**src/pkg/lsrs_defs.svh**
```systemverilog
// Constants of the linear sensor readout sequencer.
// Assumes inclusion by bare name from any design file.
`ifndef LSRS_DEFS_SVH
`define LSRS_DEFS_SVH

// Pulse counts after the triggering edge (trigger edge is count 1)
`define LSRS_CNT_IDLE     9'h000
`define LSRS_CNT_FIRST    9'h001
`define LSRS_CNT_RST_LO   9'h002
`define LSRS_CNT_RST_HI   9'h003
`define LSRS_CNT_MAIN_OFF 9'h0FF
`define LSRS_CNT_LAST_OFF 9'h100
`define LSRS_CNT_TRACK    9'h101
`define LSRS_CNT_STEP     9'h001

// Pixel select values
`define LSRS_SEL_FIRST    8'h00

`endif

```
**src/pkg/lsrs_pkg.sv**
```systemverilog
// Types and helpers of the linear sensor readout sequencer.
// Assumes lsrs_defs.svh is on the include path.
`default_nettype none

package lsrs_pkg;

    // Sequencer states
    typedef enum logic [1:0] {
        LSRS_ST_POR  = 2'b00,
        LSRS_ST_IDLE = 2'b01,
        LSRS_ST_READ = 2'b10
    } lsrs_state_t;

    // State of the sequencer top
    typedef struct packed {
        logic [1:0]  si_s;
        logic [1:0]  rclk_s;
        logic        rclk_prev;
        logic [1:0]  shut_s;
        lsrs_state_t st;
        logic        hold_main;
        logic        hold_last;
        logic        integ_n;
        logic        integ_arm;
        logic        hold_dis;
        logic        photo_on;
    } lsrs_main_t;

    // State of the pixel index counter
    typedef struct packed {
        logic [8:0] cnt;
        logic [7:0] sel;
        logic       track;
    } lsrs_idx_t;

    // Compare a pulse count with a reference
    function automatic logic lsrs_cnt_is(input logic [8:0] cnt,
                                         input logic [8:0] ref_cnt);
        return cnt == ref_cnt;
    endfunction : lsrs_cnt_is

endpackage : lsrs_pkg

`default_nettype wire

```
**src/pkg/lsrs_idx_if.sv**
```systemverilog
// Link between the sequencer and its pixel index counter.
// Assumes both ends run on the same clock.
`timescale 1ns/100ps
`default_nettype none

interface lsrs_idx_if;
    logic       start;
    logic       step;
    logic [8:0] cnt;
    logic [7:0] sel;
    logic       track;

    modport ctl (output start, output step,
                 input cnt, input sel, input track);
    modport idx (input start, input step,
                 output cnt, output sel, output track);
endinterface : lsrs_idx_if

`default_nettype wire

```
**src/hdl/lsrs_idx.sv**
```systemverilog
// Pixel index counter: counts readout pulses and selects the pixel.
// Assumes start and step are one-cycle enables on the sequencer clock.
`timescale 1ns/100ps
`default_nettype none
`include "lsrs_defs.svh"

module lsrs_idx (
    input  wire logic  clk,
    input  wire logic  rst_n,
    lsrs_idx_if.idx    ix
);

    lsrs_pkg::lsrs_idx_t q;
    lsrs_pkg::lsrs_idx_t d;
    logic [8:0]          nxt;

    // ========================================================
    // Next state
    // Start reloads pixel 1; each pulse after it advances, saturating in track
    always_comb begin
        d   = q;
        nxt = q.cnt;
        if (ix.start) begin
            nxt = `LSRS_CNT_FIRST;
        end else if (ix.step && q.cnt != `LSRS_CNT_IDLE &&
                     !lsrs_pkg::lsrs_cnt_is(q.cnt, `LSRS_CNT_TRACK)) begin
            nxt = q.cnt + `LSRS_CNT_STEP;
        end
        d.cnt   = nxt;
        d.track = lsrs_pkg::lsrs_cnt_is(nxt, `LSRS_CNT_TRACK);
        if (nxt == `LSRS_CNT_IDLE || d.track) begin
            d.sel = `LSRS_SEL_FIRST;
        end else begin
            d.sel = 8'((nxt - `LSRS_CNT_STEP));
        end
    end

    // State register
    always_ff @(posedge clk or negedge rst_n) begin
        if (!rst_n) begin
            q <= '0;
        end else begin
            q <= d;
        end
    end

    assign ix.cnt   = q.cnt;
    assign ix.sel   = q.sel;
    assign ix.track = q.track;

endmodule : lsrs_idx

`default_nettype wire

```
**src/hdl/lsrs_seq.sv**
```systemverilog
// Linear sensor readout sequencer top: hold, integration reset, pixel mux.
// Assumes start, readout clock and shutter are asynchronous pins.
//
// Notes on behaviour
// - After reset discharge capacitors, pixels sample
// - Start high at readout clock rise triggers
// - Trigger edge sets main hold at once
// - Last pixel hold follows one pulse later
// - Integration reset low second to third fall
// - Output pixels in order from pixel 1
// - Release main hold, last hold one later
// - Early start restarts output at pixel 1
// - Past 256 pulses, pixel 1 tracks live
// - Shutter high disconnects photodiodes
// - Shutter low keeps integrating
`timescale 1ns/100ps
`default_nettype none
`include "lsrs_defs.svh"

module lsrs_seq (
    input  wire logic       clk,
    input  wire logic       arst_n,
    input  wire logic       start_in,
    input  wire logic       readout_clk,
    input  wire logic       shutter_freeze,
    output logic            hold_select_main,
    output logic            hold_select_last,
    output logic            integ_reset_n,
    output logic            hold_discharge,
    output logic            photo_connect,
    output logic [7:0]      analog_pixel_sel,
    output logic            track_live,
    output logic            readout_busy
);

    // ========================================================
    // Reset release
    logic [1:0]             rst_s;
    logic                   rst_n;

    // Two-stage release of the asynchronous reset
    always_ff @(posedge clk or negedge arst_n) begin
        if (!arst_n) begin
            rst_s <= 2'h0;
        end else begin
            rst_s <= {rst_s[0], 1'b1};
        end
    end
    assign rst_n = rst_s[1];

    // ========================================================
    // State and edges
    lsrs_pkg::lsrs_main_t   q;
    lsrs_pkg::lsrs_main_t   d;
    lsrs_idx_if             ix ();
    logic                   rise;
    logic                   fall;
    logic                   si;
    logic                   early;

    // Edges of the synchronised readout clock
    assign rise  = q.rclk_s[1] & ~q.rclk_prev;
    assign fall  = ~q.rclk_s[1] & q.rclk_prev;
    assign si    = q.si_s[1];
    assign early = ix.cnt < `LSRS_CNT_MAIN_OFF;

    // Index counter controls
    assign ix.start = rise & si;
    assign ix.step  = rise & ~si;

    lsrs_idx u_idx (
        .clk   (clk),
        .rst_n (rst_n),
        .ix    (ix)
    );

    // ========================================================
    // Sequencer next state
    always_comb begin
        d           = q;
        d.si_s      = {q.si_s[0], start_in};
        d.rclk_s    = {q.rclk_s[0], readout_clk};
        d.rclk_prev = q.rclk_s[1];
        d.shut_s    = {q.shut_s[0], shutter_freeze};
        d.photo_on  = ~q.shut_s[1];
        if (rise) begin
            case (q.st)
                lsrs_pkg::LSRS_ST_POR: begin
                    d.hold_dis = 1'b0;
                    d.integ_n  = 1'b1;
                    d.st       = lsrs_pkg::LSRS_ST_IDLE;
                end
                lsrs_pkg::LSRS_ST_IDLE: begin
                end
                lsrs_pkg::LSRS_ST_READ: begin
                    if (!si) begin
                        if (lsrs_pkg::lsrs_cnt_is(ix.cnt,
                                `LSRS_CNT_FIRST)) begin
                            d.hold_last = 1'b1;
                        end
                        if (lsrs_pkg::lsrs_cnt_is(ix.cnt,
                                `LSRS_CNT_MAIN_OFF)) begin
                            d.hold_main = 1'b0;
                        end
                        if (lsrs_pkg::lsrs_cnt_is(ix.cnt,
                                `LSRS_CNT_LAST_OFF)) begin
                            d.hold_last = 1'b0;
                            d.st        = lsrs_pkg::LSRS_ST_IDLE;
                        end
                    end
                end
                default: begin
                    d.st = lsrs_pkg::LSRS_ST_POR;
                end
            endcase
            // New readout; an early start only reloads the index
            if (si && !(q.st == lsrs_pkg::LSRS_ST_READ && early)) begin
                d.hold_main = 1'b1;
                d.hold_last = 1'b0;
                d.integ_arm = 1'b1;
                d.st        = lsrs_pkg::LSRS_ST_READ;
            end
        end
        // One-pulse integration reset on falls two and three
        if (fall && q.integ_arm && q.st == lsrs_pkg::LSRS_ST_READ) begin
            if (lsrs_pkg::lsrs_cnt_is(ix.cnt, `LSRS_CNT_RST_LO)) begin
                d.integ_n = 1'b0;
            end
            if (lsrs_pkg::lsrs_cnt_is(ix.cnt, `LSRS_CNT_RST_HI)) begin
                d.integ_n   = 1'b1;
                d.integ_arm = 1'b0;
            end
        end
    end

    // State register; reset discharges and puts pixels in sample mode
    always_ff @(posedge clk or negedge rst_n) begin
        if (!rst_n) begin
            q          <= '0;
            q.st       <= lsrs_pkg::LSRS_ST_POR;
            q.hold_dis <= 1'b1;
            q.photo_on <= 1'b1;
        end else begin
            q <= d;
        end
    end

    // Outputs
    assign hold_select_main = q.hold_main;
    assign hold_select_last = q.hold_last;
    assign integ_reset_n    = q.integ_n;
    assign hold_discharge   = q.hold_dis;
    assign photo_connect    = q.photo_on;
    assign analog_pixel_sel = ix.sel;
    assign track_live       = ix.track;
    assign readout_busy     = q.st == lsrs_pkg::LSRS_ST_READ;
endmodule : lsrs_seq

`default_nettype wire

```
**config.mk**
```make
export PLATFORM = sky130hd
export DESIGN_NAME = lsrs_seq
export DESIGN_NICKNAME = d
export VERILOG_FILES = /design/src/pkg/lsrs_pkg.sv /design/src/pkg/lsrs_idx_if.sv /design/src/hdl/lsrs_idx.sv /design/src/hdl/lsrs_seq.sv
export VERILOG_INCLUDE_DIRS = /design/src /design/src/pkg
export SDC_FILE = /design/constraint.sdc
export NUM_CORES = 1
export LEC_CHECK = 0
export BUFFER_PORTS_ARGS = -buffer_cell sky130_fd_sc_hd__buf_4
export CAP_MARGIN = 0
export CORE_ASPECT_RATIO = 1.75
export CORE_MARGIN = 2
export CORE_UTILIZATION = 45
export DETAILED_ROUTE_END_ITERATION = 8
export RECOVER_POWER = 100
export SLEW_MARGIN = 20
export SYNTH_ARGS = -nofsm -noshare
export SYNTH_HDL_FRONTEND = slang
export SYNTH_SLANG_ARGS = --single-unit
```
**constraint.sdc**
```tcl
create_clock -name clk -period 2.26 [get_ports clk]
set_input_delay 0.226 -clock clk [delete_from_list [all_inputs] [get_ports clk]]
set_output_delay 0.226 -clock clk [all_outputs]
set_load 0.01 [all_outputs]
```
==> impl_metrics.ini, run 1 <==
[status]
status = complete, but fails checks
violations = capacitance limit, slew limit, setup timing

[die]
fp.dieArea_um2 = 4520
core_area_um2 = 3830
initial_utilization = 0.467
rows = 30
pin_count = 20
chipWidth_um = 51.7
die_h_um = 87.4

[sta]
fin_ws_ns = -0.177
hold_viol_final = 0
fmax_mhz = 410
report.final.slew_viol_count = 34
period_share = 1.08
setup_viol = 8
relSlewSlack = -0.167
rsz0062_at_grt = yes
fin_setup_tns_ns = -1.20
finalWorstPathRequiredPeriod_ns = 2.44
fin_skew_ns = 0.00738
tightest_slew_ns = 1.75

[clocking]
clock_path_buffers = 2
cts_max_level = 2
cts_root_buffer = clkbuf_8
clk_pin_slew_ns = 0.08
numCtsBuffers = 5
clk_latency_ns = 0.29
cts_tree = built
clock_sinks = 35

[global_route]
grt_pass1_vias = 1584
grt_max_degree = 34
antenna_found_initial = 0
grt_util_all_layers = 0.214
grt_pass1_wl_um = 7170
grt_overflow = 0

[logic_synthesis]
syn_area_um2 = 1790
yosys_register_bits = 35
synth_area_leaders = dfrtp_1 46%, ha_1 5.6%, nand2_1 3.1%
yosys.area.top_type_share = 0.462
yosys_warnings = 0
synth-edff-count = 0
synthFlopType = dfrtp_1
synthCells = 169
synthArstFlopShare = 1.00
syn-num-nets = 182
synth.avg_cell_area_um2 = 10.6
post_synth_num_cell_types = 48
yosysSeqAreaShare = 0.491
synth_area_leader_cell = dfrtp_1

[layout]
final_common_cell = buf_4
fin_area_um2 = 2370
area_growth_pct = 32.6
drive_above_1_share = 0.323
utilization = 0.620
instances_no_fill = 277
mostFrequentLayoutCells = 34 x buf_4, 33 x dfrtp_1, 20 x clkbuf_1, 13 x inv_1, 13 x nand2_1
nets = 241
n_antenna_cell = 0

[placed_design]
placed_area_um2 = 2250
placedCellCount = 265
dpl.hpwl_um = 3070
port-buffer-count = 19
place.gp.congestion = 0.920

[min_path]
hold-path-endpoint = d[9]
whs_path_depth = 1
min_path_type = in2reg
hp-start = shutter_freeze

[worst_setup_path]
cp_data_required_time_ns = 2.43
cp.arrival_ns = 2.61
critPathMaxFanout = 5
worstSetupEndpointType = flip-flop
r2r_end = u_idx.ix.sel[4]
path_class = reg2reg
worstRegToRegCells = 9
r2r_start = u_idx.ix.cnt[3]
reg2reg_slack_ns = -0.18
start_kind = flip-flop

[detailed_routing]
vias = 1489
wl_per_cell_um = 15.0
drt_drc_violations_left = 0
first_iter_violations = 44
first_pass_iters = 4
vias_per_cell = 5.38
drtAntennaViolNets = 0
routed_wl_um = 4150

[pwr]
power_w = 0.00265
p_leak_nw = 1.05
peakVddDrop_mv = 1.02
powerDensity_nw_per_um2 = 1120

[run]
maxCapViolCount = 1
==> worst max path at each step <==
| stage | to | cells after the start | from |
|---|---|---|---|
| after floorplan | u_idx.ix.sel[3] | 10 | u_idx.ix.cnt[3] |
| after global placement | u_idx.ix.sel[5] | 9 | u_idx.ix.cnt[5] |
| after detailed placement | u_idx.ix.sel[2] | 9 | u_idx.ix.cnt[5] |
| after CTS | u_idx.ix.sel[3] | 9 | u_idx.ix.cnt[3] |
| after global routing | u_idx.ix.sel[3] | 9 | u_idx.ix.cnt[3] |
| final | u_idx.ix.sel[4] | 9 | u_idx.ix.cnt[3] |
==> synthesized netlist by cell type (all sizes together) (4+ instances only) <==
library cell,count
nor2b,5
nor4,4
o21ai,9
nor2,12
xnor2,4
mux2i,4
nand3,4
nand2,15
dfrtp,33
nor3,7
clkbuf,4
ha,8
a21oi,5
inv,14
==> critical path, stage by stage (launching register included) <==
cell and delay, ns:
dfrtp_1 0.38, or4_4 0.56, o31ai_4 0.30, xnor2_1 0.18, nand2_2 0.13, inv_2 0.15, ha_4 0.15, mux2i_4 0.06
and4bb_4 0.37, nor2_2 0.04
==> state kept, by name, summed over array words and instances (netlist names), 2 cells and up <==
register	cells
q	6
rst_s	2
u_idx.ix.sel	8
u_idx.ix.cnt	9
d	4
==> routing by layer <==
layer	vias up	routed length, um	global-route usage
met5	-	0	0
met4	0	147	0.105
met3	13	124	0.0344
met2	34	2350	0.390
met1	725	1530	0.231
li1	717	-	-
==> repair_timing <==
| action | 4_1_cts | 5_1_grt |
|---|---|---|
| setup buffers | 3 | 0 |
| setup endpoints to repair | 9 | 9 |
| resized for setup | 11 | 2 |
| pin swaps | 8 | 4 |
| endpoints found under the hold margin | 2 | 0 |
| hold buffers | 1 | 0 |
==> power breakdown <==
part	switching [W]	leakage (nW)	internal (W)
sequential	0.0000628	0.429	0.000752
clock	0.000236	0.0402	0.000214
combinational	0.000737	0.576	0.000649
total	0.00104	1.05	0.00162
==> per-stage QoR <==
stage / setup slack (ns) / hold WS, ns
CTS: -0.224 / 0.0328
floorplan: -0.191 / -0.0696
global placement: -0.228 / 0.00785
global route: -0.302 / 0.0514
finish: -0.177 / 0.0621
detailed placement: -0.226 / 0.00959
==> final cells by class <==
type                    count  area, um2
clock buffers               5       68.8
repair buffers             58        363
fillers                   370       1460
inverters                  14       52.6
clock inverters             3       20.0
well taps                  48       60.1
flip-flops and latches     35        878
multi-input cells         114        930
==> kinds of logic after synthesis <==
group / Yosys count / synth area share
xor gates and xnor gates: 4 / 0.0196
buffers and inverters: 20 / 0.0468
other: 1 / 0.00210
muxes: 5 / 0.0287
AOI/OAI and AO/OA: 34 / 0.155
adders and majority gates: 8 / 0.0559
DFF: 35 / 0.491
and+or+nand+nor: 62 / 0.201
No activity file was read; power rests on OpenSTA's default activity.
==> run 2: changes to the inputs <==
BUFFER_PORTS_ARGS = not set   (was -buffer_cell sky130_fd_sc_hd__buf_4)
CORE_ASPECT_RATIO = 0.7   (was 1.75)
DONT_BUFFER_PORTS = 1   (was not set)
clock period = 2.84 ns   (was 2.26 ns; I/O delays follow)
==> run 2 against run 1 <==
Effect of this change: sequential share of layout area is 7.7 points higher; the run ends with capacitance limit, slew limit left; clock power decreased by 24%; first-iteration DRC count rose to 3.6 times the previous value.
==> impl_metrics.ini, run 2 (same netlist as run 1, synthesis figures left out) <==
[status]
status = complete, but fails checks
violations = capacitance limit, slew limit

[detailed_routing]
drt_drc_violations_left = 0
first_iter_violations = 158
routed_wl_um = 3670
wl_per_cell_um = 15.6
vias = 1322
drtAntennaViolNets = 0
vias_per_cell = 5.63
first_pass_iters = 5

[worst_setup_path]
critical_path.top_delay_family = simple AND/OR/NAND/NOR gates
reg2reg_slack_ns = 0.20
crit_chain = or4_4, o31ai_4, xnor2_1, nand2_1, ha_1, mux2i_1, and4bb_4, nor2_1
worstSetupEndpointType = flip-flop
worstRegToRegCells = 8
path_class = reg2reg
cp.arrival_ns = 2.86
r2r_end = u_idx.ix.sel[2]
start_kind = flip-flop
crit_slowest_cell = or4_4
r2r_start = u_idx.ix.cnt[2]
cp_data_required_time_ns = 3.06
critPathMaxFanout = 9
max_stage_delay_ns = 0.60
path_buf_inv = 0

[global_route]
grt_pass1_vias = 1285
antenna_found_initial = 0
grt_util_all_layers = 0.183
grt_overflow = 0
grt_pass1_wl_um = 6290
grt_max_degree = 34

[die]
die_h_um = 56.8
fp.dieArea_um2 = 4500
initial_utilization = 0.462
rows = 19
core_area_um2 = 3870
chipWidth_um = 79.4
pin_count = 20

[placed_design]
port-buffer-count = 0
place.gp.congestion = 0.869
place_ws_ns = 0.0955
placed_area_um2 = 1900
dpl.hpwl_um = 2650

[pwr]
peakVddDrop_mv = 0.419
powerDensity_nw_per_um2 = 850
p_leak_nw = 0.868

[layout]
final_common_cell = dfrtp_1
area_growth_pct = 9.86
nets = 195
largest_reg_flops = 9
fin_area_um2 = 1970
n_antenna_cell = 0
drive_above_1_share = 0.153
num-fill-cells = 357
mostFrequentLayoutCells = 32 x dfrtp_1, 14 x inv_1, 14 x nand2_1, 11 x nor2_1

[clocking]
clock_sinks = 35
clk_pin_slew_ns = 0.07
cts_tree = built
numCtsBuffers = 5
clock_path_buffers = 2
cts_max_level = 2
cts_root_buffer = clkbuf_8
clk_latency_ns = 0.29

[sta]
period_share = 0.929
fin_setup_tns_ns = 0
finalWorstPathRequiredPeriod_ns = 2.64
fin_ws_ns = 0.201
rsz0062_at_grt = no
fmax_mhz = 379
report.final.slew_viol_count = 34
hold_viol_final = 0
relSlewSlack = -0.145
hold_slack_ns = 0.0223
setup_viol = 0
fin_skew_ns = 0.00949
tightest_slew_ns = 1.72

[min_path]
hp-start = readout_clk
whs_path_depth = 0
min_path_type = in2reg
hold-path-endpoint = d[12]

[run]
maxCapViolCount = 1
run 2: repair_timing:
item / in CTS / in global routing
setup buffers: 0 / 1
hold buffers: 1 / 0
gates resized for setup: 0 / 3
endpoints found under the setup margin: 0 / 7
hold endpoints to repair: 2 / 0
run 2: where the power goes:
part,total (W),internal (W),switching (W)
sequential,0.000700,0.000600,0.0000997
clock,0.000344,0.000172,0.000172
combinational,0.000626,0.000250,0.000376
run 2: per-stage QoR:
step | instances | total power (W) | utilization
3_5_place_dp | 225 | 0.00136 | 0.490
2_1_floorplan | 169 | 0.00121 | -
3_3_place_gp | 225 | 0.00135 | 0.490
5_1_grt | 235 | 0.00180 | 0.507
4_1_cts | 234 | 0.00172 | 0.513
6_report | 235 | 0.00167 | 0.507
run 2: final cells by class:
cell class	count	area [um2]	area share
timing repair buffer	12	81.3	0.0414
multi-input combinational	114	806	0.410
clock inverter	1	5.00	0.00255
inverter	14	52.6	0.0267
tap	52	65.1	0.0331
sequential	35	880	0.447
clock buffer	7	76.3	0.0388
run 2: worst max path at each step:
stage	slack (ns)	end	cells past startpoint	start
after global routing	0.05	u_idx.ix.sel[0]	9	u_idx.ix.cnt[2]
after CTS	0.05	u_idx.ix.sel[2]	9	u_idx.ix.cnt[2]
after global placement	0.17	u_idx.ix.sel[4]	8	u_idx.ix.cnt[2]
final	0.20	u_idx.ix.sel[2]	8	u_idx.ix.cnt[2]
after detailed placement	0.1	u_idx.ix.sel[2]	8	u_idx.ix.cnt[2]
after floorplan	0.30	u_idx.ix.sel[3]	10	u_idx.ix.cnt[2]
run 2: layer usage:
metal  up-vias  part of all wire  global-route usage  wire length, um
met5         -                 0                   0                0
met4         0             0.012              0.0616               44
met3         5             0.058              0.0579              212
met2        34              0.44               0.260             1600
met1       658              0.49               0.263             1820
li1        625                 -                   -                -
==> run 3: changes to the inputs <==
ABC_AREA = 0   (was not set)
CORE_UTILIZATION = 25   (was 45)
PLACE_DENSITY = 0.4   (was not set)
==> run 3 against run 2 <==
Effect of this change: register-to-register slack improved by 0.03 ns; cell count increased by 18%; highest routed layer unchanged; the run still ends with capacitance limit, slew limit left; first-iteration DRC count decreased by 59%; sequential power decreased by 2%; hold slack improved by 0.0091 ns.
==> impl_metrics.ini, run 3 (same netlist as run 1, synthesis figures left out) <==
[clocking]
post_cts_buffers = 0
clk_latency_ns = 0.29
cts_tree = built
ctsResizeCount = 0
numCtsBuffers = 5
cts_max_level = 2
clock_sinks = 35
cts_hold_buf = 1
clock_path_buffers = 2
clk_pin_slew_ns = 0.08
cts_root_buffer = clkbuf_8

[worst_setup_path]
cp.arrival_ns = 2.75
cp_data_required_time_ns = 2.99
path_class = reg2reg
start_kind = flip-flop
worstSetupEndpointType = flip-flop
reg2reg_slack_ns = 0.23
critPathMaxFanout = 4

[die]
initial_utilization = 0.261
pin_count = 20
rows = 25
fp.dieArea_um2 = 7860
chipWidth_um = 105
die_h_um = 74.8
core_area_um2 = 6850

[detailed_routing]
vias = 1301
first_pass_iters = 4
first_iter_violations = 65
drt_drc_violations_left = 0
routed_wl_um = 4010
vias_per_cell = 4.68
drtAntennaViolNets = 0
wl_per_cell_um = 14.4

[sta]
tightest_slew_ns = 1.82
setup_viol = 0
report.final.slew_viol_count = 34
period_share = 0.918
fin_setup_tns_ns = 0
fin_skew_ns = 0.0152
hold_viol_final = 0
finalWorstPathRequiredPeriod_ns = 2.61
fin_ws_ns = 0.232
rsz0062_at_grt = no
fmax_mhz = 383
relSlewSlack = -0.213

[global_route]
grt_pass1_vias = 1258
antenna_found_initial = 0
grt_pass1_wl_um = 6690
grt_overflow = 0
grt_util_all_layers = 0.113
grt_max_degree = 34

[layout]
area_growth_pct = 14.5
mostFrequentLayoutCells = 33 x dfrtp_1, 15 x nand2_1, 14 x inv_1, 9 x nor2_1, 8 x ha_1
largest_reg_flops = 9
nets = 196
utilization = 0.299
final_common_cell = dfrtp_1
n_antenna_cell = 0
drive_above_1_share = 0.141
fin_area_um2 = 2050

[status]
violations = capacitance limit, slew limit
status = complete, but fails checks

[run]
maxCapViolCount = 1

[placed_design]
placed_area_um2 = 1950
place_ws_ns = 0.229
place.gp.congestion = 0.802
dpl.hpwl_um = 2840
port-buffer-count = 0

[pwr]
peakVddDrop_mv = 0.334
powerDensity_nw_per_um2 = 870
p_leak_nw = 0.884

[min_path]
min_path_type = in2reg
## run 3: cell count changes in the layout (fill, tap and decap cells not counted), moves of 2 or more
| cell | delta |
|---|---|
| dlygate4sd3_1 | +2 |
| clkbuf_1 | -2 |
| nor2_2 | +2 |
| nor2_1 | -2 |
## run 3: cell type report
type / instances / area, um2
Multi-Input combinational cell: 114 / 793
Clock buffer: 5 / 68.8
Inverter: 14 / 52.6
Sequential cell: 35 / 878
Timing Repair Buffer: 13 / 93.8
Tap cell: 94 / 118
Clock inverter: 3 / 43.8
Fill cell: 721 / 4800
## run 3: worst paths after layout
kind                                      start               to  depth (start not counted)
max in group asynchronous              rst_s[1]  u_idx.ix.cnt[7]                          1
worst min register to register             d[9]             q[9]                          0
worst max register to register  u_idx.ix.cnt[2]  u_idx.ix.sel[5]                          9
worst max-delay path            u_idx.ix.cnt[2]  u_idx.ix.sel[5]                          9
min in group asynchronous                arst_n         rst_s[1]                          1
worst min-delay path             shutter_freeze             d[9]                          0
## run 3: routing by layer
| layer | wire length (um) | track usage | share of wire |
|---|---|---|---|
| met1 | 2020 | 0.158 | 0.50 |
| met2 | 1690 | 0.162 | 0.42 |
| met5 | 0 | 0 | 0 |
| met4 | 47 | 0.0444 | 0.012 |
| met3 | 255 | 0.0364 | 0.064 |
## run 3: power breakdown
group,internal (W),total (W),switching (W)
combinational,0.000256,0.000643,0.000387
sequential,0.000599,0.000688,0.0000890
clock,0.000261,0.000452,0.000190
## run 3: critical path: stages (launching register included)
cell	delay (ns)
dfrtp_1	0.39
or4_4	0.58
o31ai_4	0.34
mux2i_1	0.21
inv_1	0.05
nand2_1	0.13
ha_1	0.19
mux2i_1	0.12
o311ai_0	0.28
o21ai_0	0.18
## run 3: metrics by stage
stage                     instances  total power, W  hold slack (ns)
after floorplan                 169         0.00121          -0.0116
after global placement          267         0.00138          -0.0115
after detailed placement        267         0.00137          -0.0115
after CTS                       276         0.00185          0.00593
after global routing            278         0.00194          0.00907
final                           278         0.00178           0.0314
